File: config.mk
export PLATFORM = sky130hd
export DESIGN_NAME = two_stage_expiry_watchdog
export DESIGN_NICKNAME = d
export VERILOG_FILES = /design/src/hdl/wdt_pkg.sv /design/src/hdl/expiry_counter.sv /design/src/hdl/tick_divider.sv /design/src/hdl/two_stage_expiry_watchdog.sv
export SDC_FILE = /design/constraint.sdc
export NUM_CORES = 1
export LEC_CHECK = 0
export BUFFER_PORTS_ARGS = -buffer_cell sky130_fd_sc_hd__clkbuf_2
export CELL_PAD_IN_SITES_DETAIL_PLACEMENT = 1
export CELL_PAD_IN_SITES_GLOBAL_PLACEMENT = 1
export CORE_MARGIN = 2
export CORE_UTILIZATION = 41
export DETAILED_ROUTE_END_ITERATION = 10
export GPL_ROUTABILITY_DRIVEN = 0
export PLACE_DENSITY_LB_ADDON = 0.12
export SLEW_MARGIN = 15
export SYNTH_ARGS = -nofsm -noshare
export SYNTH_HDL_FRONTEND = slang
export SYNTH_SLANG_ARGS = --single-unit
File: constraint.sdc
create_clock -name mclk_in -period 2.3 [get_ports mclk_in]
set_input_delay 0.345 -clock mclk_in [delete_from_list [all_inputs] [get_ports mclk_in]]
set_output_delay 0.345 -clock mclk_in [all_outputs]
set_load 0.01 [all_outputs]
File: src/hdl/wdt_pkg.sv
// Shared constants, register map and request carrier for the two-stage watchdog
package wdt_pkg;

  // Counter width and byte register offsets
  localparam int COUNT_W = 24;
  localparam logic [2:0] OFF_COUNT0 = 3'h0;
  localparam logic [2:0] OFF_COUNT1 = 3'h1;
  localparam logic [2:0] OFF_COUNT2 = 3'h2;
  localparam logic [2:0] OFF_RELOAD0 = 3'h3;
  localparam logic [2:0] OFF_RELOAD1 = 3'h4;
  localparam logic [2:0] OFF_RELOAD2 = 3'h5;
  localparam logic [2:0] OFF_FLAGS = 3'h6;
  localparam logic [2:0] OFF_CONTROL = 3'h7;

  // Field positions
  localparam int FLAG_FIRST_BIT = 0;
  localparam int FLAG_SECOND_BIT = 2;
  localparam int CTRL_RESET_EN_BIT = 0;
  localparam int CTRL_COUNT_EN_BIT = 1;

  // Reset values
  localparam logic [23:0] RST_COUNT = 24'h000000;
  localparam logic [23:0] RST_RELOAD = 24'h000000;
  localparam logic [7:0] RST_BYTE = 8'h00;

  // Timing: system clock and time base rates, in hertz
  localparam int CLK_HZ = 250_000_000;
  localparam int TICK_HZ = 32_768;

  // One host I/O cycle as seen by the register block
  typedef struct packed {
    logic wr;
    logic rd;
    logic [2:0] addr;
    logic [7:0] data;
  } io_req_s;

endpackage : wdt_pkg

File: src/hdl/expiry_counter.sv
// 24-bit reloading down-counter with expiry pulse
`timescale 1ns/1ps
module expiry_counter #(
  parameter int WIDTH = wdt_pkg::COUNT_W
) (
  input wire logic mclk_in, // System clock
  input wire logic rst_in, // Synchronous reset, high
  input wire logic tick_in, // Time-base tick enable
  input wire logic run_in, // Countdown enabled
  input wire logic restart_in, // Load reload value now
  input wire logic [WIDTH-1:0] reload_in, // Reload value
  output logic [WIDTH-1:0] count_out, // Current count
  output logic expire_out // One-cycle expiry pulse
);

  if (WIDTH < 2 || WIDTH > 32) begin : g_bad_width
    $error("expiry_counter: WIDTH must be 2..32");
  end

  logic [WIDTH-1:0] count_ff;
  logic expire_ff;
  wire step_w = tick_in && run_in && !restart_in;
  // Reaching zero on this tick, or already at zero, is an expiry
  wire hit_w = step_w && (count_ff <= WIDTH'(1));
  wire [WIDTH-1:0] nxt_count = restart_in ? reload_in :
                               hit_w ? reload_in :
                               step_w ? count_ff - WIDTH'(1) : count_ff;

  // Restart beats the tick so a strobe never loses to an expiry
  always_ff @(posedge mclk_in) begin
    if (rst_in) begin
      count_ff <= WIDTH'(wdt_pkg::RST_COUNT);
      expire_ff <= 1'b0;
    end else begin
      count_ff <= nxt_count;
      expire_ff <= hit_w;
    end
  end

  assign count_out = count_ff;
  assign expire_out = expire_ff;

endmodule : expiry_counter

File: src/hdl/tick_divider.sv
// Fractional divider producing the time-base tick enable
`timescale 1ns/1ps
module tick_divider #(
  parameter int CLK_HZ = wdt_pkg::CLK_HZ,
  parameter int TICK_HZ = wdt_pkg::TICK_HZ
) (
  input wire logic mclk_in, // System clock
  input wire logic rst_in, // Synchronous reset, high
  output logic tick_out // One-cycle tick enable
);

  // Rates that cannot be divided are refused
  if (TICK_HZ <= 0 || TICK_HZ >= CLK_HZ) begin : g_bad_rate
    $error("tick_divider: TICK_HZ must lie between 1 and CLK_HZ-1");
  end

  logic [31:0] acc_ff;
  logic tick_ff;
  wire [32:0] sum_w = {1'b0, acc_ff} + 33'(TICK_HZ);
  wire wrap_w = sum_w >= 33'(CLK_HZ);
  // Phase accumulator: the clock is no integer multiple of the tick, so keep the remainder
  wire [31:0] nxt_acc = wrap_w ? 32'(sum_w - 33'(CLK_HZ)) : sum_w[31:0];

  // Accumulate and flag each wrap
  always_ff @(posedge mclk_in) begin
    if (rst_in) begin
      acc_ff <= 32'h00000000;
      tick_ff <= 1'b0;
    end else begin
      acc_ff <= nxt_acc;
      tick_ff <= wrap_w;
    end
  end

  assign tick_out = tick_ff;

endmodule : tick_divider

File: src/hdl/two_stage_expiry_watchdog.sv
// Two-stage watchdog: byte I/O registers, flags, interrupt and module reset
`timescale 1ns/1ps
module two_stage_expiry_watchdog #(
  parameter int CLK_HZ = wdt_pkg::CLK_HZ,
  parameter int TICK_HZ = wdt_pkg::TICK_HZ
) (
  input wire logic mclk_in, // System clock, 250 MHz
  input wire logic rst_in, // Synchronous reset, high
  input wire logic io_wr_in, // I/O write strobe, one cycle
  input wire logic io_rd_in, // I/O read strobe, one cycle
  input wire logic [2:0] io_addr_in, // Register offset
  input wire logic [7:0] io_wdata_in, // Write data
  input wire logic port80_wr_in, // Write seen at port 80h, one cycle
  input wire logic port80_en_in, // Port-80h strobe option enabled
  output logic [7:0] io_rdata_out, // Read data
  output logic io_rdata_valid_out, // Read data valid, one cycle
  output logic irq_out, // Interrupt request, level
  output logic module_reset_out // Module reset request, one cycle
);

  // Host cycle gathered into one carrier
  wdt_pkg::io_req_s req_w;
  assign req_w = '{wr: io_wr_in, rd: io_rd_in, addr: io_addr_in, data: io_wdata_in};

  // Register state
  logic [23:0] reload_ff;
  logic countdown_enable_ff;
  logic reset_on_expiry_enable_ff;
  logic first_expiry_flag_ff;
  logic second_expiry_flag_ff;
  logic armed_ff;
  logic irq_ff;
  logic module_reset_ff;
  logic [7:0] rdata_ff;
  logic rdata_valid_ff;

  // Counter core outputs
  logic tick_w;
  logic [23:0] count_w;
  logic expire_w;

  // Address decode
  function automatic logic hit(input wdt_pkg::io_req_s r, input logic [2:0] off);
    hit = r.wr && (r.addr == off);
  endfunction : hit

  wire wr_count_w = req_w.wr && (req_w.addr <= wdt_pkg::OFF_COUNT2);
  wire wr_rel0_w = hit(req_w, wdt_pkg::OFF_RELOAD0);
  wire wr_rel1_w = hit(req_w, wdt_pkg::OFF_RELOAD1);
  wire wr_rel2_w = hit(req_w, wdt_pkg::OFF_RELOAD2);
  wire wr_flags_w = hit(req_w, wdt_pkg::OFF_FLAGS);
  wire wr_ctrl_w = hit(req_w, wdt_pkg::OFF_CONTROL);
  wire p80_w = port80_wr_in && port80_en_in;

  // Restart sources: any count byte write, or port 80h when enabled
  wire restart_w = wr_count_w || p80_w;

  // Reload byte updates
  wire [23:0] nxt_reload = {wr_rel2_w ? req_w.data : reload_ff[23:16],
                            wr_rel1_w ? req_w.data : reload_ff[15:8],
                            wr_rel0_w ? req_w.data : reload_ff[7:0]};

  // Expiry staging: armed marks that one expiry happened since the last strobe
  wire first_evt_w = expire_w && !(armed_ff && first_expiry_flag_ff);
  wire second_evt_w = expire_w && armed_ff && first_expiry_flag_ff;
  wire clr_first_w = (wr_flags_w && req_w.data[wdt_pkg::FLAG_FIRST_BIT]) || p80_w;
  wire clr_second_w = wr_flags_w && req_w.data[wdt_pkg::FLAG_SECOND_BIT];

  // Set beats clear so a late expiry is never lost
  wire nxt_first = first_evt_w || (first_expiry_flag_ff && !clr_first_w);
  wire nxt_second = second_evt_w || (second_expiry_flag_ff && !clr_second_w);
  wire nxt_armed = expire_w || (armed_ff && !restart_w);
  wire nxt_irq = nxt_first || nxt_second;
  wire nxt_module_reset = second_evt_w && reset_on_expiry_enable_ff;

  // Read multiplexer; reserved bits read zero
  wire [7:0] flags_rd_w = {5'h00, second_expiry_flag_ff, 1'b0, first_expiry_flag_ff};
  wire [7:0] ctrl_rd_w = {6'h00, countdown_enable_ff, reset_on_expiry_enable_ff};
  wire [7:0] nxt_rdata = (req_w.addr == wdt_pkg::OFF_COUNT0) ? count_w[7:0] :
                         (req_w.addr == wdt_pkg::OFF_COUNT1) ? count_w[15:8] :
                         (req_w.addr == wdt_pkg::OFF_COUNT2) ? count_w[23:16] :
                         (req_w.addr == wdt_pkg::OFF_RELOAD0) ? reload_ff[7:0] :
                         (req_w.addr == wdt_pkg::OFF_RELOAD1) ? reload_ff[15:8] :
                         (req_w.addr == wdt_pkg::OFF_RELOAD2) ? reload_ff[23:16] :
                         (req_w.addr == wdt_pkg::OFF_FLAGS) ? flags_rd_w : ctrl_rd_w;

  // Time base
  tick_divider #(
    .CLK_HZ(CLK_HZ),
    .TICK_HZ(TICK_HZ)
  ) u_tick (
    .mclk_in(mclk_in),
    .rst_in(rst_in),
    .tick_out(tick_w)
  );

  // Countdown core; only runs while the control enable is set
  expiry_counter #(
    .WIDTH(wdt_pkg::COUNT_W)
  ) u_count (
    .mclk_in(mclk_in),
    .rst_in(rst_in),
    .tick_in(tick_w),
    .run_in(countdown_enable_ff),
    .restart_in(restart_w),
    .reload_in(reload_ff),
    .count_out(count_w),
    .expire_out(expire_w)
  );

  // Configuration registers; reset leaves the watchdog halted
  always_ff @(posedge mclk_in) begin
    if (rst_in) begin
      reload_ff <= wdt_pkg::RST_RELOAD;
      countdown_enable_ff <= 1'b0;
      reset_on_expiry_enable_ff <= 1'b0;
    end else begin
      reload_ff <= nxt_reload;
      if (wr_ctrl_w) begin
        countdown_enable_ff <= req_w.data[wdt_pkg::CTRL_COUNT_EN_BIT];
        reset_on_expiry_enable_ff <= req_w.data[wdt_pkg::CTRL_RESET_EN_BIT];
      end
    end
  end

  // Flags, interrupt and reset request
  always_ff @(posedge mclk_in) begin
    if (rst_in) begin
      first_expiry_flag_ff <= 1'b0;
      second_expiry_flag_ff <= 1'b0;
      armed_ff <= 1'b0;
      irq_ff <= 1'b0;
      module_reset_ff <= 1'b0;
    end else begin
      first_expiry_flag_ff <= nxt_first;
      second_expiry_flag_ff <= nxt_second;
      armed_ff <= nxt_armed;
      irq_ff <= nxt_irq;
      module_reset_ff <= nxt_module_reset;
    end
  end

  // Registered read path, one cycle after the strobe
  always_ff @(posedge mclk_in) begin
    if (rst_in) begin
      rdata_ff <= wdt_pkg::RST_BYTE;
      rdata_valid_ff <= 1'b0;
    end else begin
      rdata_ff <= req_w.rd ? nxt_rdata : wdt_pkg::RST_BYTE;
      rdata_valid_ff <= req_w.rd;
    end
  end

  assign io_rdata_out = rdata_ff;
  assign io_rdata_valid_out = rdata_valid_ff;
  assign irq_out = irq_ff;
  assign module_reset_out = module_reset_ff;

  // Checks on the countdown and flag behaviour
  a_restart_loads: assert property (@(posedge mclk_in) disable iff (rst_in)
    restart_w |=> count_w == $past(reload_ff))
    else $error("restart did not load the reload value");

  a_decrement_step: assert property (@(posedge mclk_in) disable iff (rst_in)
    (tick_w && countdown_enable_ff && !restart_w && count_w > 24'h000001) |=> count_w == $past(count_w) - 24'h000001)
    else $error("count did not step down by one on a tick");

  a_halt_holds: assert property (@(posedge mclk_in) disable iff (rst_in)
    (!countdown_enable_ff && !restart_w) |=> $stable(count_w))
    else $error("count moved while halted");

  a_idle_no_expiry: assert property (@(posedge mclk_in) disable iff (rst_in)
    expire_w |-> $past(countdown_enable_ff) && $past(tick_w))
    else $error("expiry without an enabled tick");

  a_first_sets: assert property (@(posedge mclk_in) disable iff (rst_in)
    (expire_w && !armed_ff) |=> first_expiry_flag_ff && irq_out)
    else $error("first expiry did not set its flag and interrupt");

  a_second_needs_first: assert property (@(posedge mclk_in) disable iff (rst_in)
    $rose(second_expiry_flag_ff) |-> $past(first_expiry_flag_ff) && $past(armed_ff) && $past(expire_w))
    else $error("second flag set without a staged first expiry");

  a_reset_gated: assert property (@(posedge mclk_in) disable iff (rst_in)
    module_reset_out |-> $past(reset_on_expiry_enable_ff) && $past(second_evt_w))
    else $error("module reset without enable or second expiry");

  a_first_w1c: assert property (@(posedge mclk_in) disable iff (rst_in)
    (clr_first_w && !expire_w) |=> !first_expiry_flag_ff)
    else $error("first flag not cleared");

  a_second_w1c: assert property (@(posedge mclk_in) disable iff (rst_in)
    (clr_second_w && !expire_w) |=> !second_expiry_flag_ff)
    else $error("second flag not cleared");

  a_reserved_zero: assert property (@(posedge mclk_in) disable iff (rst_in)
    (req_w.rd && req_w.addr >= wdt_pkg::OFF_FLAGS) |=> (io_rdata_out & 8'hfa) == 8'h00 || $past(req_w.addr) == wdt_pkg::OFF_CONTROL && (io_rdata_out & 8'hfc) == 8'h00)
    else $error("reserved bits read nonzero");

  c_first_expiry: cover property (@(posedge mclk_in) disable iff (rst_in) $rose(first_expiry_flag_ff));
  c_second_expiry: cover property (@(posedge mclk_in) disable iff (rst_in) $rose(second_expiry_flag_ff));
  c_module_reset: cover property (@(posedge mclk_in) disable iff (rst_in) module_reset_out);
  c_port80_restart: cover property (@(posedge mclk_in) disable iff (rst_in) p80_w && armed_ff);

endmodule : two_stage_expiry_watchdog

After elaboration in Yosys (flattened, before gate mapping) --
Index checks and enable logic that the tools add are counted.
Operators by class: $add $sub $neg 3, order comparisons 3, equal/unequal tests 7, muxes and demuxes 11, bitwise operators 1, reductions and logical operators 33
Operator list (number):
- 24-bit two-way mux | 3
- 8-bit two-way mux | 6
- 32-bit by 16-bit adder with 33-bit output (second input constant) | 1
- 33-bit by 28-bit greater-or-equal comparator with 1-bit output (second input constant) | 1
- 32-bit two-way mux | 1
- 32-bit by 28-bit subtractor with 32-bit output (second input constant) | 1
- 24-bit by 1-bit <= comparator with 1-bit output (second input constant) | 1
- 24-bit by 1-bit subtractor with 24-bit output (second input constant) | 1
- 1-bit logical AND | 20
- 3-bit == test (second input constant) | 4
- 3-bit by 2-bit == test with 1-bit output (second input constant) | 2
- 1-bit logical OR | 6
- 1-bit zero test | 4
- 3-bit by 1-bit == test with 1-bit output (second input constant) | 1
- 3-bit by 2-bit <= comparator with 1-bit output (second input constant) | 1
- 3-bit zero test | 1
- 3-bit two-way mux | 1
- 3-bit nonzero test | 1
- 2-bit OR reduction | 1
- 1-bit NOT | 1
Word-level totals: flip-flop bits (word level) 98, input bits 17, output and inout port bits 11, logic and storage cells 74

Depth between registers and ports, before layout --
depth in word-level cells 8, mapped depth 12

Hierarchy --
From an unflattened synthesis, not the netlist that was laid out.
Second synthesis, totals: cells, all modules 665, area, all modules 5532.8 µm²
Modules (own cells, without submodules):
- tick_divider | instances 1, cells an instance 248, area an instance 1944.4 µm²
- two_stage_expiry_watchdog | instances 1, cells an instance 202, area an instance 1863.0 µm²
- expiry_counter | instances 1, cells an instance 215, area an instance 1725.4 µm²

Worst setup path after synthesis --
OpenSTA, ideal clock, no wires.
path type reg-to-reg, from register u_tick.acc_ff[15], to register u_tick.acc_ff[22], setup time 0.128 ns, arrival time 2.358 ns, data required time 2.172 ns, setup slack -0.186 ns, stages on the path, launching flop included 13, buffers on the path 3, period minus slack after synthesis 2.486 ns, cell sequence dfxtp_1 ha_1 buf_4 nand4b_1 nor4_1 nor4_2 or2_1 o31a_1 buf_6 buf_6 a21oi_2 xor2_1 nor2_1
Between the ends: cells in the longest elaborated chain, start to end 3, elaborated cells on any way between the ends 4, classes of those cells 2 x add/sub; 1 x order compare; 1 x mux
RTL lines:
- start, declared | RTL line tick_divider.sv:17 | logic [31:0] acc_ff;
- start signal, assigned | RTL line tick_divider.sv:30 | acc_ff <= nxt_acc;
- 32-bit by 16-bit adder with 33-bit output (*) | RTL line tick_divider.sv:19 | wire [32:0] sum_w = {1'b0, acc_ff} + 33'(TICK_HZ);
- 32-bit by 28-bit subtractor with 32-bit output / 33-bit by 28-bit greater-or-equal comparator with 1-bit output (equally long branches) | RTL line tick_divider.sv:22, tick_divider.sv:20
- 32-bit two-way mux (*) | RTL line tick_divider.sv:22 | wire [31:0] nxt_acc = wrap_w ? 32'(sum_w - 33'(CLK_HZ)) : sum_w[31:0];
Mark *: on every way between the ends. The rest lies on a longest branch, timed or not. A chain may end at the register's enable or synchronous reset.

Worst setup path after layout --
from register u_tick.acc_ff[15], to register u_tick.acc_ff[11]
Between the ends: cells in the longest elaborated chain, start to end 3
RTL lines:
- 32-bit by 16-bit adder with 33-bit output | RTL line tick_divider.sv:19
- 33-bit by 28-bit greater-or-equal comparator with 1-bit output | RTL line tick_divider.sv:20 | wire wrap_w = sum_w >= 33'(CLK_HZ);
- 32-bit two-way mux | RTL line tick_divider.sv:22
No other way between the ends.

==> results_dict.tcl <==
set metrics [dict create \
    synthTopCellsByArea "dfxtp_1 (35%), nor2_1 (6.5%), nand2_1 (6.4%)" \
    rsz0062_at_grt "true" \
    slew_viol_final 0 \
    cts_buffer_depth 2 \
    synth_cell_types 66 \
    diodes 0 \
    violations "setup timing" \
    worstReg2RegStart "u_tick.acc_ff[15]" \
    root_buffer "clkbuf_16" \
    worstPathCellList "ha_4 > a21o_1 > or4_4 > o211ai_2 > nand4bb_1 > o31a_1 > buf_12 > a221oi_4 > xnor2_1 > nor2_1" \
    total_power_mw 7.50 \
    yosys.area_share.adder 0.0143 \
    endpoint_kind "flop" \
    drc 0 \
    synth_area_mm2 0.00524 \
    required_ns 2.52 \
    startpoint "u_tick.acc_ff[15]" \
    min_from "io_wdata_in[3]" \
    leakage_nw 2.76 \
    hold_depth 3 \
    combPwrFrac 0.509 \
    yosys.area_share.simple 0.269 \
    synth_edf_count 0 \
    dp_slack_ns -0.268 \
    cts_tree "done" \
    rrSetupSlack_ns -0.32 \
    timing.hold.ws_ns 0.261 \
    drive_above_1_share 0.331 \
    synth.avg_cell_area_um2 7.76 \
    cpMaxStageDelayCell "or4_4" \
    totalWireLength_um 20500 \
    die_w_um 117 \
    cp.depth 10 \
    dp_hpwl_um 13700 \
    worstSkewPairLatency_ns 0.35 \
    clk_pin_slew_worst_paths_ns 0.07 \
    fin_skew_ns 0.0108 \
    synth_top_cell_by_area "dfxtp_1" \
    synth_top_flop_cell "dfxtp_1" \
    swShare 0.404 \
    synth_mux_area_frac 0.0473 \
    yosysSeqAreaShare 0.348 \
    arrival_ns 2.84 \
    pwr-share-clk 0.204 \
    area_delta_synth_final_pct 36.3 \
    crit_type "reg2reg" \
    fin_nets 815 \
    r2r_cells 10 \
    critical_path.max_fanout 11 \
    synth_top_family_by_area "simple AND/OR/NAND/NOR gates" \
    vdd_drop_max_uv 656 \
    synthTopCellsByCount "dfxtp_1 (91), nor2_1 (90), nand2_1 (89)" \
    hold_viol 0 \
    min_period_over_period 1.14 \
    pwr-share-seq 0.287 \
    yosysWarningCount 0 \
    synth_xor_area_frac 0.0535 \
    cts-hold-fix-buffers 0 \
    viasPerCell 5.91 \
    hold_path_class "in2reg" \
    max-slew-margin-rel 0.517 \
    fp.dieH_um 117 \
    cts_max_level 3 \
    outcome "finished with violations" \
    synth-compound-area-share 0.213 \
    grt_remaining_overflow 0 \
    dr.pass1.iters 5 \
    yosys.area.top_type_share 0.348 \
    grt_antenna_before_repair 0 \
    port_buffers 27 \
    power_density_mw_per_mm2 1050 \
    p_int_mw 4.47 \
    syn_nets 698 \
    pin_count 28 \
    cp_slowest_stage_delay_ns 0.41 \
    fillers 1532 \
    async_flop_share 0 \
    initial_core_util 0.418 \
    synthMostInstantiatedCell "dfxtp_1" \
    placementRows 41 \
    min_period_ns 2.62 \
    synth_seq_cells 91 \
    setup_ws_ns -0.323 \
    cap_violations 0 \
    fmax_mhz 381 \
    post-route-util 0.570 \
    cp_top_family "compound AO/OA/AOI/OAI gates" \
    ant_nets 0 \
    grt_pass1_wl_um 28800 \
    switchingPower_mw 3.03 \
    die_area_mm2 0.0137 \
    wl_per_cell_um 21.1 \
    rr_endpoint "u_tick.acc_ff[11]" \
    worst_slew_pin_slew_ns 0.714 \
    grtUsageTotal 0.274 \
    drt_iter0_markers 492 \
    vias 5730 \
    setup_viol 37 \
    crit_path_start_kind "flop" \
    whs_endpoint "reload_ff[3]" \
    grt_pass1_vias 5346 \
    grt_max_degree 61 \
    synthCells 675 \
    cts-buffers-inserted 9 \
    path_buf_inv 1 \
    core-area_mm2 0.0125 \
    cts_sinks 91 \
]
## layout make-up
cell class / instances / area (um^2) / share of cell area
Clock buffer: 10 / 229 / 0.0321
Multi-Input combinational cell: 522 / 3520 / 0.493
Tap cell: 172 / 215 / 0.0302
Clock inverter: 6 / 62.6 / 0.00877
Sequential cell: 91 / 1840 / 0.258
Inverter: 13 / 56.3 / 0.00789
Timing Repair Buffer: 155 / 1210 / 0.170
## worst max path at each step
stage	end	slack, ns
after floorplan	u_tick.acc_ff[22]	-0.08
after global placement	u_tick.acc_ff[17]	-0.17
after detailed placement	u_tick.acc_ff[23]	-0.27
after CTS	u_tick.acc_ff[23]	-0.21
after global routing	u_tick.acc_ff[11]	-0.40
final	u_tick.acc_ff[11]	-0.32
## metal layers
metal,global-route usage,vias up,routed length (um)
met4,0.0753,0,345
met2,0.443,195,10000
met1,0.388,2855,8980
li1,-,2652,-
met5,0,-,0
met3,0.0324,28,1150
## flip-flops by register name (all words and copies together) (netlist names), 8 cells and up
| register | flops |
|---|---|
| reload_ff | 24 |
| io_rdata_out | 8 |
| u_count.count_out | 24 |
| u_tick.acc_ff | 25 |
## cell usage in the layout (no fill, tap or decap), drive strengths merged, types with 10 or more instances in the layout
master,instances
a211oi,10
a21oi,72
a22oi,12
buf,127
clkbuf,38
dfxtp,91
inv,15
nand2,89
nand3,20
nand4,18
nor2,90
nor3,17
nor4,13
o21ai,36
xnor2,23
## worst min-delay path: stages
cell and delay, ns:
clkbuf_2 0.11, nand2_1 0.06, a21oi_1 0.05
## what timing repair did
action,CTS,global route
setup endpoints to repair,25,41
pin swaps,3,38
buffers inserted,0,22
resized for setup,14,98
cloned,0,4
## power by group through the flow
| stage | Clock [mW] | Sequential, mW | Combinational [mW] |
|---|---|---|---|
| floorplan | 0 | 2.04 | 1.99 |
| global placement | 0 | 2.09 | 3.01 |
| detailed placement | 0 | 2.11 | 3.13 |
| CTS | 1.51 | 2.10 | 3.18 |
| global route | 1.60 | 2.17 | 4.11 |
| finish | 1.53 | 2.15 | 3.82 |
## kinds of logic after synthesis
| family | count (synthesis) |
|---|---|
| xor gates and xnor gates | 32 |
| muxes | 19 |
| AOI/OAI and AO/OA | 174 |
| buffers and inverters | 62 |
| adders and majority gates | 6 |
| DFF | 91 |
| and+or+nand+nor | 291 |
## per-stage QoR
stage / instance area (um^2) / setup TNS [ns] / cells
floorplan: 5270 / -0.435 / 675
global placement: 6180 / -2.39 / 927
detailed placement: 6180 / -4.45 / 927
CTS: 6520 / -3.41 / 943
global route: 7140 / -9.95 / 969
finish: 7140 / -6.28 / 969
No activity file was read; power rests on OpenSTA's default activity.
